File: config.mk
export PLATFORM = sky130hd
export DESIGN_NAME = bbl_pwm
export DESIGN_NICKNAME = d
export VERILOG_FILES = /design/src/shared/bbl_pkg.sv /design/src/verilog/bbl_pwm.sv
export SDC_FILE = /design/constraint.sdc
export NUM_CORES = 1
export LEC_CHECK = 0
export ABC_AREA = 1
export CORE_MARGIN = 2
export CORE_UTILIZATION = 45
export CTS_CLUSTER_SIZE = 12
export DETAILED_ROUTE_END_ITERATION = 10
export DONT_BUFFER_PORTS = 1
export HOLD_SLACK_MARGIN = 0.03
export MAX_ROUTING_LAYER = met4
export PLACE_DENSITY = 0.7
export SLEW_MARGIN = 25
export SYNTH_ARGS = -nofsm -noshare
export SYNTH_HDL_FRONTEND = slang
export SYNTH_SLANG_ARGS = --single-unit
File: constraint.sdc
create_clock -name clk -period 3.1 [get_ports clk]
set_input_delay 0.465 -clock clk [delete_from_list [all_inputs] [get_ports clk]]
set_output_delay 0.465 -clock clk [all_outputs]
set_load 0.005 [all_outputs]
File: src/shared/bbl_pkg.sv
// package: register map, fields, reset values and modes of the led pwm
package bbl_pkg;
	localparam logic [7:0] BBL_OFF_CFG = 8'h00;
	localparam logic [7:0] BBL_OFF_LIM = 8'h04;
	localparam logic [7:0] BBL_OFF_DLY = 8'h08;
	localparam logic [7:0] BBL_OFF_STEP = 8'h0c;
	localparam logic [7:0] BBL_OFF_INT = 8'h10;
	localparam logic [7:0] BBL_OFF_STAT = 8'h14;
	localparam int BBL_CFG_CTRL_LSB = 0;
	localparam int BBL_CFG_CLKSRC_BIT = 2;
	localparam int BBL_CFG_SYNC_BIT = 3;
	localparam int BBL_CFG_SIZE_LSB = 4;
	localparam int BBL_CFG_UPD_BIT = 6;
	localparam int BBL_CFG_RST_BIT = 7;
	localparam int BBL_CFG_SYM_BIT = 16;
	localparam logic [31:0] BBL_CFG_RESET = 32'h0000_0000;
	localparam logic [31:0] BBL_REG_RESET = 32'h0000_0000;
	localparam logic [7:0] BBL_MAX8 = 8'hff;
	localparam logic [7:0] BBL_MAX7 = 8'h7f;
	localparam logic [7:0] BBL_MAX6 = 8'h3f;
	localparam real BBL_SLOW_HZ = 32768.0;
	localparam real BBL_CLK_MHZ = 250.0;
	// terminal count of the slow tick divider: clock ratio rounded down
	localparam int BBL_SLOW_DIV = int'(BBL_CLK_MHZ * 1.0e6 / BBL_SLOW_HZ - 0.5);
	typedef enum logic [1:0]
	{
		BBL_CTL_OFF = 2'h0,
		BBL_CTL_BREATH = 2'h1,
		BBL_CTL_BLINK = 2'h2,
		BBL_CTL_ON = 2'h3
	} bbl_ctl_t;
	typedef enum logic [1:0]
	{
		BBL_ST_RISE = 2'h0,
		BBL_ST_HOLD_HI = 2'h1,
		BBL_ST_FALL = 2'h3,
		BBL_ST_HOLD_LO = 2'h2
	} bbl_state_t;
	typedef struct packed
	{
		logic psel;
		logic penable;
		logic pwrite;
		logic [7:0] paddr;
		logic [31:0] pwdata;
	} bbl_apb_req_t;
	typedef struct packed
	{
		logic pready;
		logic pslverr;
		logic [31:0] prdata;
	} bbl_apb_rsp_t;
endpackage

File: src/verilog/bbl_pwm.sv
// module: breathing and blinking led pwm with apb registers
`timescale 1ns/1ns
// Summary of operation
// - period counter wraps at 255, 127 or 63
// - led on while counter below duty
// - control off or reset zeroes counters
// - breathing raises duty by step per interval
// - at upper limit hold, then fall
// - at lower limit hold, then rise
// - symmetric: segment from duty bits 7:5
// - asymmetric: falling bit plus duty 7:6
// - asymmetric: rise segments 0-3, fall 4-7
// - blink: prescaler on slow or main clock
// - blink: advance on prescale zero, reload
// - blink: zero prescale passes every tick
// - blink: period counter always 8 bits
// - blink: frequency clock over 256 times prescale+1
// - blink: duty zero off, maximum on
// - blink ignores ramp and upper settings
// - lower hold lasts lower pause plus one periods
// - control field selects off/breath/blink/on
// - blink clock source one main, zero slow
// - period end loads limits; others only when update set
module bbl_pwm
	import bbl_pkg::*;
(
	input wire logic clk,
	input wire logic rst,
	input wire bbl_apb_req_t apb_req,
	output bbl_apb_rsp_t apb_rsp,
	output logic led_out
);
	logic [31:0] cfg_r, lim_r, dly_r, step_r, int_r;
	logic [15:0] lim_h_r;
	logic [31:0] dly_h_r, step_h_r, int_h_r;
	logic [31:0] prdata_r;
	logic [12:0] slow_cnt_r;
	logic [7:0] per_r, duty_r;
	logic [11:0] dly_cnt_r;
	logic [3:0] seg_cnt_r;
	bbl_state_t st_r;
	logic led_r;
	bbl_ctl_t ctl;
	logic wr, rd, sync_clr, base_tick, per_tick, per_end, upd_load;
	logic [7:0] per_max, maxv, minv, step_sz;
	logic [2:0] seg;
	logic [3:0] seg_int;
	logic [11:0] hd, ld;

	function automatic logic [3:0] nib(input logic [31:0] v,
		input logic [2:0] i);
		nib = v[{i, 2'b00} +: 4];
	endfunction

	assign ctl = bbl_ctl_t'(cfg_r[BBL_CFG_CTRL_LSB +: 2]);
	assign wr = apb_req.psel & apb_req.penable & apb_req.pwrite;
	assign rd = apb_req.psel & ~apb_req.penable & ~apb_req.pwrite;
	assign sync_clr = (ctl == BBL_CTL_OFF) | cfg_r[BBL_CFG_SYNC_BIT];
	assign maxv = lim_r[15:8];
	assign minv = lim_r[7:0];
	assign hd = dly_r[23:12];
	assign ld = dly_r[11:0];
	assign apb_rsp.pready = 1'b1;
	assign apb_rsp.pslverr = 1'b0;
	assign apb_rsp.prdata = prdata_r;

	always_ff @(posedge clk)
	begin
		if (rst)
			cfg_r <= BBL_CFG_RESET;
		else if (wr && apb_req.paddr == BBL_OFF_CFG)
		begin
			cfg_r <= apb_req.pwdata & 32'h0001_ff3f;
			cfg_r[BBL_CFG_UPD_BIT] <= cfg_r[BBL_CFG_UPD_BIT]
				| apb_req.pwdata[BBL_CFG_UPD_BIT];
			if (apb_req.pwdata[BBL_CFG_RST_BIT])
				cfg_r[BBL_CFG_CTRL_LSB +: 2] <= BBL_CTL_OFF;
		end
		else if (upd_load)
			cfg_r[BBL_CFG_UPD_BIT] <= 1'b0;
	end

	// write-one reset also clears the holding and working copies
	always_ff @(posedge clk)
	begin
		if (rst || (wr && apb_req.paddr == BBL_OFF_CFG
			&& apb_req.pwdata[BBL_CFG_RST_BIT]))
		begin
			lim_h_r <= 16'h0000;
			dly_h_r <= BBL_REG_RESET;
			step_h_r <= BBL_REG_RESET;
			int_h_r <= BBL_REG_RESET;
		end
		else if (wr)
		begin
			case (apb_req.paddr)
				BBL_OFF_LIM: lim_h_r <= apb_req.pwdata[15:0];
				BBL_OFF_DLY: dly_h_r <= apb_req.pwdata & 32'h00ff_ffff;
				BBL_OFF_STEP: step_h_r <= apb_req.pwdata;
				BBL_OFF_INT: int_h_r <= apb_req.pwdata;
				default: ;
			endcase
		end
	end

	assign upd_load = per_end & cfg_r[BBL_CFG_UPD_BIT];
	always_ff @(posedge clk)
	begin
		if (rst || (wr && apb_req.paddr == BBL_OFF_CFG
			&& apb_req.pwdata[BBL_CFG_RST_BIT]))
		begin
			lim_r <= BBL_REG_RESET;
			dly_r <= BBL_REG_RESET;
			step_r <= BBL_REG_RESET;
			int_r <= BBL_REG_RESET;
		end
		else
		begin
			if (per_end)
				lim_r <= {16'h0000, lim_h_r};
			if (upd_load)
			begin
				dly_r <= dly_h_r;
				step_r <= step_h_r;
				int_r <= int_h_r;
			end
		end
	end

	always_ff @(posedge clk)
	begin
		if (rst)
			prdata_r <= 32'h0000_0000;
		else if (rd)
		begin
			case (apb_req.paddr)
				BBL_OFF_CFG: prdata_r <= cfg_r;
				BBL_OFF_LIM: prdata_r <= lim_r;
				BBL_OFF_DLY: prdata_r <= dly_r;
				BBL_OFF_STEP: prdata_r <= step_r;
				BBL_OFF_INT: prdata_r <= int_r;
				BBL_OFF_STAT: prdata_r <= {14'h0000, st_r, duty_r, per_r};
				default: prdata_r <= 32'h0000_0000;
			endcase
		end
	end

	// slow time base derived from the fast clock; no second domain needed
	always_ff @(posedge clk)
	begin
		if (rst || sync_clr || slow_cnt_r == 13'(BBL_SLOW_DIV))
			slow_cnt_r <= 13'h0000;
		else
			slow_cnt_r <= slow_cnt_r + 13'h0001;
	end
	assign base_tick = (ctl == BBL_CTL_BLINK && cfg_r[BBL_CFG_CLKSRC_BIT])
		? 1'b1 : (slow_cnt_r == 13'(BBL_SLOW_DIV));

	always_comb
	begin
		if (ctl == BBL_CTL_BLINK)
			per_max = BBL_MAX8;
		else
		begin
			case (cfg_r[BBL_CFG_SIZE_LSB +: 2])
				2'h1: per_max = BBL_MAX7;
				2'h2: per_max = BBL_MAX6;
				default: per_max = BBL_MAX8;
			endcase
		end
	end

	// blink: prescaler gates the period counter
	assign per_tick = (ctl == BBL_CTL_BLINK)
		? base_tick & (dly_cnt_r == 12'h000) : base_tick;
	assign per_end = per_tick & (per_r >= per_max);

	always_ff @(posedge clk)
	begin
		if (rst || sync_clr)
			per_r <= 8'h00;
		// a smaller size must not leave the counter above its new top
		else if (per_tick || per_r > per_max)
			per_r <= (per_r >= per_max) ? 8'h00 : per_r + 8'h01;
	end

	// duty register bits above the size are ignored by masking the compare
	always_ff @(posedge clk)
	begin
		if (rst)
			led_r <= 1'b0;
		else
		begin
			case (ctl)
				BBL_CTL_ON: led_r <= 1'b1;
				BBL_CTL_BLINK: led_r <= (per_r < minv)
					|| (minv == BBL_MAX8);
				BBL_CTL_BREATH: led_r <= per_r < (duty_r & per_max);
				default: led_r <= 1'b0;
			endcase
		end
	end
	assign led_out = led_r;

	// segment select: symmetric uses 7:5, asymmetric uses direction and 7:6
	assign seg = cfg_r[BBL_CFG_SYM_BIT]
		? {st_r == BBL_ST_FALL, duty_r[7:6]}
		: duty_r[7:5];
	assign step_sz = {4'h0, nib(step_r, seg)};
	assign seg_int = nib(int_r, seg);

	// breathing: segment counter times ramp intervals, delay counter the holds
	always_ff @(posedge clk)
	begin
		if (rst || sync_clr)
		begin
			dly_cnt_r <= 12'h000;
			seg_cnt_r <= 4'h0;
			duty_r <= 8'h00;
			st_r <= BBL_ST_RISE;
		end
		else if (ctl == BBL_CTL_BLINK)
		begin
			if (base_tick)
				dly_cnt_r <= (dly_cnt_r == 12'h000) ? ld
					: dly_cnt_r - 12'h001;
		end
		else if (ctl == BBL_CTL_BREATH && per_end)
		begin
			case (st_r)
				BBL_ST_RISE:
				begin
					if (duty_r >= maxv)
					begin
						st_r <= BBL_ST_HOLD_HI;
						dly_cnt_r <= hd;
					end
					else if (seg_cnt_r >= seg_int)
					begin
						seg_cnt_r <= 4'h0;
						duty_r <= (8'(maxv - duty_r) <= step_sz) ? maxv
							: duty_r + step_sz;
					end
					else
						seg_cnt_r <= seg_cnt_r + 4'h1;
				end
				BBL_ST_HOLD_HI:
				begin
					if (dly_cnt_r == 12'h000)
					begin
						st_r <= BBL_ST_FALL;
						seg_cnt_r <= 4'h0;
					end
					else
						dly_cnt_r <= dly_cnt_r - 12'h001;
				end
				BBL_ST_FALL:
				begin
					if (duty_r <= minv)
					begin
						st_r <= BBL_ST_HOLD_LO;
						dly_cnt_r <= ld;
					end
					else if (seg_cnt_r >= seg_int)
					begin
						seg_cnt_r <= 4'h0;
						duty_r <= (duty_r <= step_sz) ? 8'h00
							: duty_r - step_sz;
					end
					else
						seg_cnt_r <= seg_cnt_r + 4'h1;
				end
				BBL_ST_HOLD_LO:
				begin
					if (dly_cnt_r == 12'h000)
					begin
						st_r <= BBL_ST_RISE;
						seg_cnt_r <= 4'h0;
					end
					else
						dly_cnt_r <= dly_cnt_r - 12'h001;
				end
				default: st_r <= BBL_ST_RISE;
			endcase
		end
	end

	a_off_clears: assert property (@(posedge clk) disable iff (rst)
		ctl == BBL_CTL_OFF |=> per_r == 8'h00 && duty_r == 8'h00)
		else $error("counters not cleared while off");
	a_period_wrap: assert property (@(posedge clk) disable iff (rst)
		per_tick && per_r == per_max && !sync_clr |=> per_r == 8'h00)
		else $error("period counter did not wrap");
	a_period_bound: assert property (@(posedge clk) disable iff (rst)
		ctl == BBL_CTL_BREATH && cfg_r[5:4] == 2'h2 && $stable(cfg_r)
		|=> per_r <= BBL_MAX6)
		else $error("6-bit counter overran");
	a_led_compare: assert property (@(posedge clk) disable iff (rst)
		ctl == BBL_CTL_BREATH && $stable(ctl)
		|=> led_out == ($past(per_r) < ($past(duty_r) & $past(per_max))))
		else $error("led not per compare");
	a_blink_size: assert property (@(posedge clk) disable iff (rst)
		ctl == BBL_CTL_BLINK |-> per_max == BBL_MAX8)
		else $error("blink counter not 8 bits");
	a_blink_gate: assert property (@(posedge clk) disable iff (rst)
		ctl == BBL_CTL_BLINK && dly_cnt_r != 12'h000 && !sync_clr
		|=> $stable(per_r))
		else $error("period advanced during prescale");
	a_force_on: assert property (@(posedge clk) disable iff (rst)
		ctl == BBL_CTL_ON ##1 ctl == BBL_CTL_ON |-> led_out)
		else $error("led not on in always-on");
	a_duty_ceiling: assert property (@(posedge clk) disable iff (rst)
		st_r == BBL_ST_RISE && duty_r <= maxv && $stable(lim_r)
		&& ctl == BBL_CTL_BREATH |=> duty_r <= $past(maxv) || sync_clr)
		else $error("duty stepped past upper limit");
	a_hold_steady: assert property (@(posedge clk) disable iff (rst)
		(st_r == BBL_ST_HOLD_HI || st_r == BBL_ST_HOLD_LO) && !sync_clr
		|=> $stable(duty_r) || sync_clr)
		else $error("duty moved during hold");
	c_reach_top: cover property (@(posedge clk) st_r == BBL_ST_HOLD_HI);
	c_reach_low: cover property (@(posedge clk) st_r == BBL_ST_HOLD_LO);
	c_blink_led: cover property (@(posedge clk)
		ctl == BBL_CTL_BLINK && $rose(led_out));
endmodule // bbl_pwm

# Word-level counts from Yosys, hierarchy flattened

Index checks and enable logic that the tools add are counted.

Add/subtract/negate cells: 7
Multiply operators: 0
Div/mod/pow operators: 0
Magnitude comparators: 9
Equality and inequality tests: 28
Shift operators: 2
Mux-type cells: 36
Bitwise gates (word level): 13
Reduce and logical (&&, ||, !) cells: 25

Operator list:

| kind                                                                  | number |
|---|---|
| 32-bit case mux with 6 select lines                                   | 1 |
| 12-bit two-way mux                                                    | 7 |
| 8-bit two-way mux                                                     | 8 |
| 32-bit by 6-bit variable part select with 4-bit output                | 2 |
| 12-bit case mux with 3 select lines                                   | 1 |
| 8-bit case mux with 2 select lines                                    | 2 |
| 8-bit by 4-bit equality test with 1-bit output, second input constant | 2 |
| 8-bit by 5-bit equality test with 1-bit output, second input constant | 2 |
| 8-bit >= comparator                                                   | 2 |
| 8-bit by 4-bit less-or-equal comparator with 1-bit output             | 2 |
| 8-bit < comparator                                                    | 2 |
| 4-bit two-way mux                                                     | 4 |
| 2-bit != test, second input constant                                  | 7 |
| 13-bit by 1-bit adder with 13-bit output, second input constant       | 1 |
| 13-bit equality test, second input constant                           | 1 |
| 12-bit logical NOT                                                    | 1 |
| 4-bit case mux with 3 select lines                                    | 1 |
| 12-bit by 1-bit subtractor with 12-bit output, second input constant  | 1 |
| 2-bit equality test, second input constant                            | 5 |
| 2-bit two-way mux                                                     | 5 |
| 5-bit AND reduction                                                   | 2 |
| 8-bit by 1-bit adder with 8-bit output, second input constant         | 1 |
| 8-bit by 4-bit adder with 8-bit output                                | 1 |
| 8-bit AND                                                             | 1 |
| other kinds (28)                                                      | 58 |

Bits in registers: 304
Bits in latches: 0
RAM bits: 0
ROM bits: 0
Output and inout bits: 35
Word-level logic and storage cells: 138
Memories kept: 0

# Depth between registers and ports, before layout

Depth in word-level cells: 9
Depth in mapped cells: 24
Mapped depth without buffers: 23

# Worst setup path before layout

OpenSTA, ideal clock, no wires.

Kind: reg2reg
Start point: reg cfg_r[16]
End point: reg duty_r[6]
Library setup time: 109 ps
Arrival: 2,913 ps
Setup slack: 78 ps
Stages on the path, launching flop included: 24
Buffers on the path: 3
Cell sequence: dfxtp_1 -> buf_4 -> inv_1 -> nand2_2 -> nand2_2 -> clkbuf_1 -> clkbuf_1 -> a21oi_1 -> o21ai_0 -> nand3_1 -> nand2_1 -> ha_1 -> fa_1 -> a21oi_1 -> o21ai_0 -> nand2_1 -> o21ai_0 -> nand2_1 -> nand2_1 -> o21ai_0 -> nand2_1 -> nand3_1 -> nand2_1 -> inv_1

Word-level cells in the longest chain between the ends: 7
Elaborated cells between the ends (all ways): 18
Those cells by class: add/sub: 2; order compare: 3; eq/ne: 2; shift: 2; mux: 8; reduce/logical: 1

Ends and longest elaborated chain:

| item                                                                | line                           | RTL |
|---|---|---|
| from (decl)                                                         | bbl_pwm.sv:33                  | `logic [31:0] cfg_r, lim_r, dly_r, step_r, int_r;` |
| from (signal assigned)                                              | bbl_pwm.sv:73                  | `cfg_r <= apb_req.pwdata & 32'h0001_ff3f;` |
| from (signal, indexed assignment)                                   | bbl_pwm.sv:74                  | `cfg_r[BBL_CFG_UPD_BIT] <= cfg_r[BBL_CFG_UPD_BIT]` |
| 3-bit two-way mux (*)                                               | bbl_pwm.sv:207                 | `? {st_r == BBL_ST_FALL, duty_r[7:6]}` |
| 32-bit by 6-bit variable part select with 4-bit output              | bbl_pwm.sv:52                  | `nib = v[{i, 2'b00} +: 4];` |
| 8-bit by 4-bit subtractor with 8-bit output (tied with other cells) | bbl_pwm.sv:268                 | `: duty_r - step_sz;` |
| 8-bit two-way mux (on tied branches)                                | bbl_pwm.sv:267, bbl_pwm.sv:241 |  |
| 8-bit two-way mux (on tied branches)                                | bbl_pwm.sv:264, bbl_pwm.sv:238 |  |
| 8-bit two-way mux (on tied branches)                                | bbl_pwm.sv:259, bbl_pwm.sv:233 |  |
| 8-bit case mux with 2 select lines                                  | bbl_pwm.sv:230                 | `case (st_r)` |
| to (signal assigned)                                                | bbl_pwm.sv:241                 | `duty_r <= (8'(maxv - duty_r) <= step_sz) ? maxv` |
| to (signal assigned)                                                | bbl_pwm.sv:267                 | `duty_r <= (duty_r <= step_sz) ? 8'h00` |
| to (signal assigned)                                                | bbl_pwm.sv:313                 | `st_r == BBL_ST_RISE && duty_r <= maxv && $stable(lim_r)` |
| to (decl)                                                           | bbl_pwm.sv:38                  | `logic [7:0] per_r, duty_r;` |

Every way passes the cells marked *; elsewhere a longest branch is shown, timed or not. The select of a mux whose other input is x is not followed.
A chain may end at the register's enable or synchronous reset.

# Final worst setup path

Start point: reg cfg_r[16]
End point: reg duty_r[4]

The elaborated chain is that of the path after synthesis.

==> results.toml <==
[global_route]
grt_use_total_pct = 29.5
first_global_vias = 12800
antenna_found_initial = 0
grt_pass1_wl_um = 75100
grt-ovfl-total = 0
grt_max_degree = 121

[worst_setup_path]
worstPathCellList = "inv_1 > nand2_2 > nand2_4 > buf_4 > buf_4 > o21ai_0 > nand3_1 > o21ai_2 > ha_1 > a21o_1 > a31oi_1 > nand2_1 > nand2_1 > nor2_2 > nand2_2 > buf_4 > a21oi_1 > nand2_1 > inv_1"
cp_num_buf_inv = 5
required_ns = 3.55
crit_path_top_delay_cell = "dfxtp_4"
critPathTopFamily = "simple AND/OR/NAND/NOR gates"
crit_start = "cfg_r[16]"
arrival_ns = 3.43
path_class = "reg2reg"
slowest_delay_ns = 0.39
cp_max_fo = 9
start_kind = "flop"
reg2reg_from = "cfg_r[16]"
worstSetupEndpointType = "flop"

[layout]
fin_nets = 2117
final_common_cell = "a21oi_1"
antenna_cells = 0
layout-drive-gt1-share_pct = 11.7
area_growth_pct = 16.1
layout_common_cells = "a21oi_1 (337), dfxtp_1 (300), nand2_1 (280)"
nFillCells = 3096

[sta]
clock_skew_ns = 0.0298
layout_worst_path_cycle_share_pct = 96.2
fmax_mhz = 335
setup_violations = 0
holdWs_ns = 0.0446
rsz0062_at_grt = "true"
final_hold_viol_count = 0
worstMarginPinSlew_ns = 1.05
period_needed_ns = 2.98
relSlewSlack_pct = 29.5
finalMaxSlewViolations = 0

[logic_synthesis]
synth_seq_area_share_pct = 41.6
syn_nets = 2084
synthDistinctLibCells = 50
yosys_warnings = 0
ys_async_sr_fraction_pct = 0
syn_inst = 1976
mappedNetlistArea_um2 = 14600
synthFlopType = "dfxtp_1"
ys_seq_elements = 304
synth_edf_count = 0
syn_avg_cell_area_um2 = 7.41

[floorplanning]
die_h_um = 184
die_w_um = 184
start_util_pct = 45.3
die_area_um2 = 34000
io_pins = 80
rows = 66
core_region_area_um2 = 32300

[routing]
via_per_inst = 5.77
wl_um = 49600
drt.antenna.violating_nets = 0
vias = 14300
drc = 0
wl_per_cell_um = 20.1
drt-pass1-iter-count = 6
drt_iter0_markers = 1378

[clock_tree]
cts_tree = "yes"
cts_root_buf = "clkbuf_16"
clockBufferDepth = 3
cts_buffers = 35
clock_latency_ns = 0.54
cts_sinks = 304
cts.clk_slew.worst_paths_ns = 0.07
htreeDepth = 2

[job]
cap_violations = 0

[place]
gp_congestion = 1.06
portBuffers = 0
dp_hpwl_um = 37000

[power]
power.leakage_nw = 6.59
power_density_nw_per_um2 = 487
ir_worst_vdd_uv = 389
p_total_w = 0.00829

[min_path]
min_path_type = "in2reg"
hold_start = "rst"

[status]
status = "complete, no violations"
[through the flow]
stage / util (%) / TNS, ns / cell area, um^2 / std cells / worst slack [ns]
after floorplan: - / 0 / 14600 / 1976 / 0.0784
after global placement: 48.2 / -0.0983 / 15600 / 2404 / -0.0593
after detailed placement: 48.2 / -0.805 / 15600 / 2404 / -0.187
after CTS: 51.8 / 0 / 16700 / 2463 / 0.00179
after global routing: 52.7 / -0.179 / 17000 / 2472 / -0.0627
final: 52.7 / 0 / 17000 / 2472 / 0.117
[synth_stat cells (all sizes together), types with 11 or more instances]
cell type,count,area share [%]
nand3,86,3.1
clkbuf,74,1.9
inv,225,5.8
o21ai,289,9.9
o221ai,12,0.72
buf,40,1.5
xor2,18,1.1
nand4,23,1.1
a21oi,345,12
o211ai,12,0.62
ha,61,5.2
a221oi,25,1.5
o22ai,32,1.4
dfxtp,304,42
nand2,291,7.6
nor2,82,2.4
nor3,11,0.38
[final timing paths]
check	slack, ns	endpoint	cells past startpoint
setup / recovery	0.12	duty_r[4]	19
hold / removal	0.04	led_out	1
setup reg to reg	0.12	duty_r[4]	19
hold reg to reg	0.46	step_r[5]	2
[flip-flops by register name, summed over array words and instances (netlist names), 8 cells and up]
name / cells
int_h_r: 32
int_r: 32
prdata_r: 32
step_h_r: 32
step_r: 32
dly_h_r: 24
dly_r: 24
cfg_r: 16
lim_h_r: 16
lim_r: 16
slow_cnt_r: 13
dly_cnt_r: 12
duty_r: 8
per_r: 8
[per-layer routing]
metal / vias to the layer above / GRT usage (%) / routed length, um / share of wire, %
met4: 0 / 9.57 / 1620 / 3.3
met2: 632 / 43.0 / 21300 / 43
met1: 6714 / 41.5 / 22300 / 45
li1: 6816 / - / - / -
met3: 102 / 4.94 / 4350 / 8.8
met5: - / - / 0 / 0
[area by class of cell]
class	instances	area (um^2)	area share, %
multi-input combinational	1331	7400	43.5
clock inverter	7	153	0.898
timing repair buffer	110	940	5.53
clock buffer	51	1010	5.92
sequential	304	6090	35.8
inverter	227	856	5.03
tap	442	553	3.25
[cell families after synthesis]
| logic type | Yosys count | share of synthesized area, % |
|---|---|---|
| AO/OA/AOI/OAI | 737 | 27.0 |
| flip-flops | 304 | 41.6 |
| other | 2 | 0.0513 |
| buffers and inverters | 341 | 9.19 |
| XOR/XNOR | 23 | 1.38 |
| adder cells (fa/ha/maj) | 63 | 5.49 |
| AND/OR/NAND/NOR | 506 | 15.3 |
[where the power goes]
| part | leakage [nW] | switching, W | internal, W |
|---|---|---|---|
| Clock | 0.559 | 0.00167 | 0.00252 |
| Combinational | 3.58 | 0.000134 | 0.0000401 |
| Sequential | 2.45 | 0.00000853 | 0.00392 |
| Total | 6.59 | 0.00181 | 0.00648 |
[repair_timing]
action,4_1_cts,5_1_grt
gates cloned,0,1
resized for setup,6,50
setup endpoints to repair,8,11
pin swaps,0,15
endpoints found under the hold margin,18,0
buffers inserted,0,9
hold buffers,1,0
(Power assumes the default switching activity.)
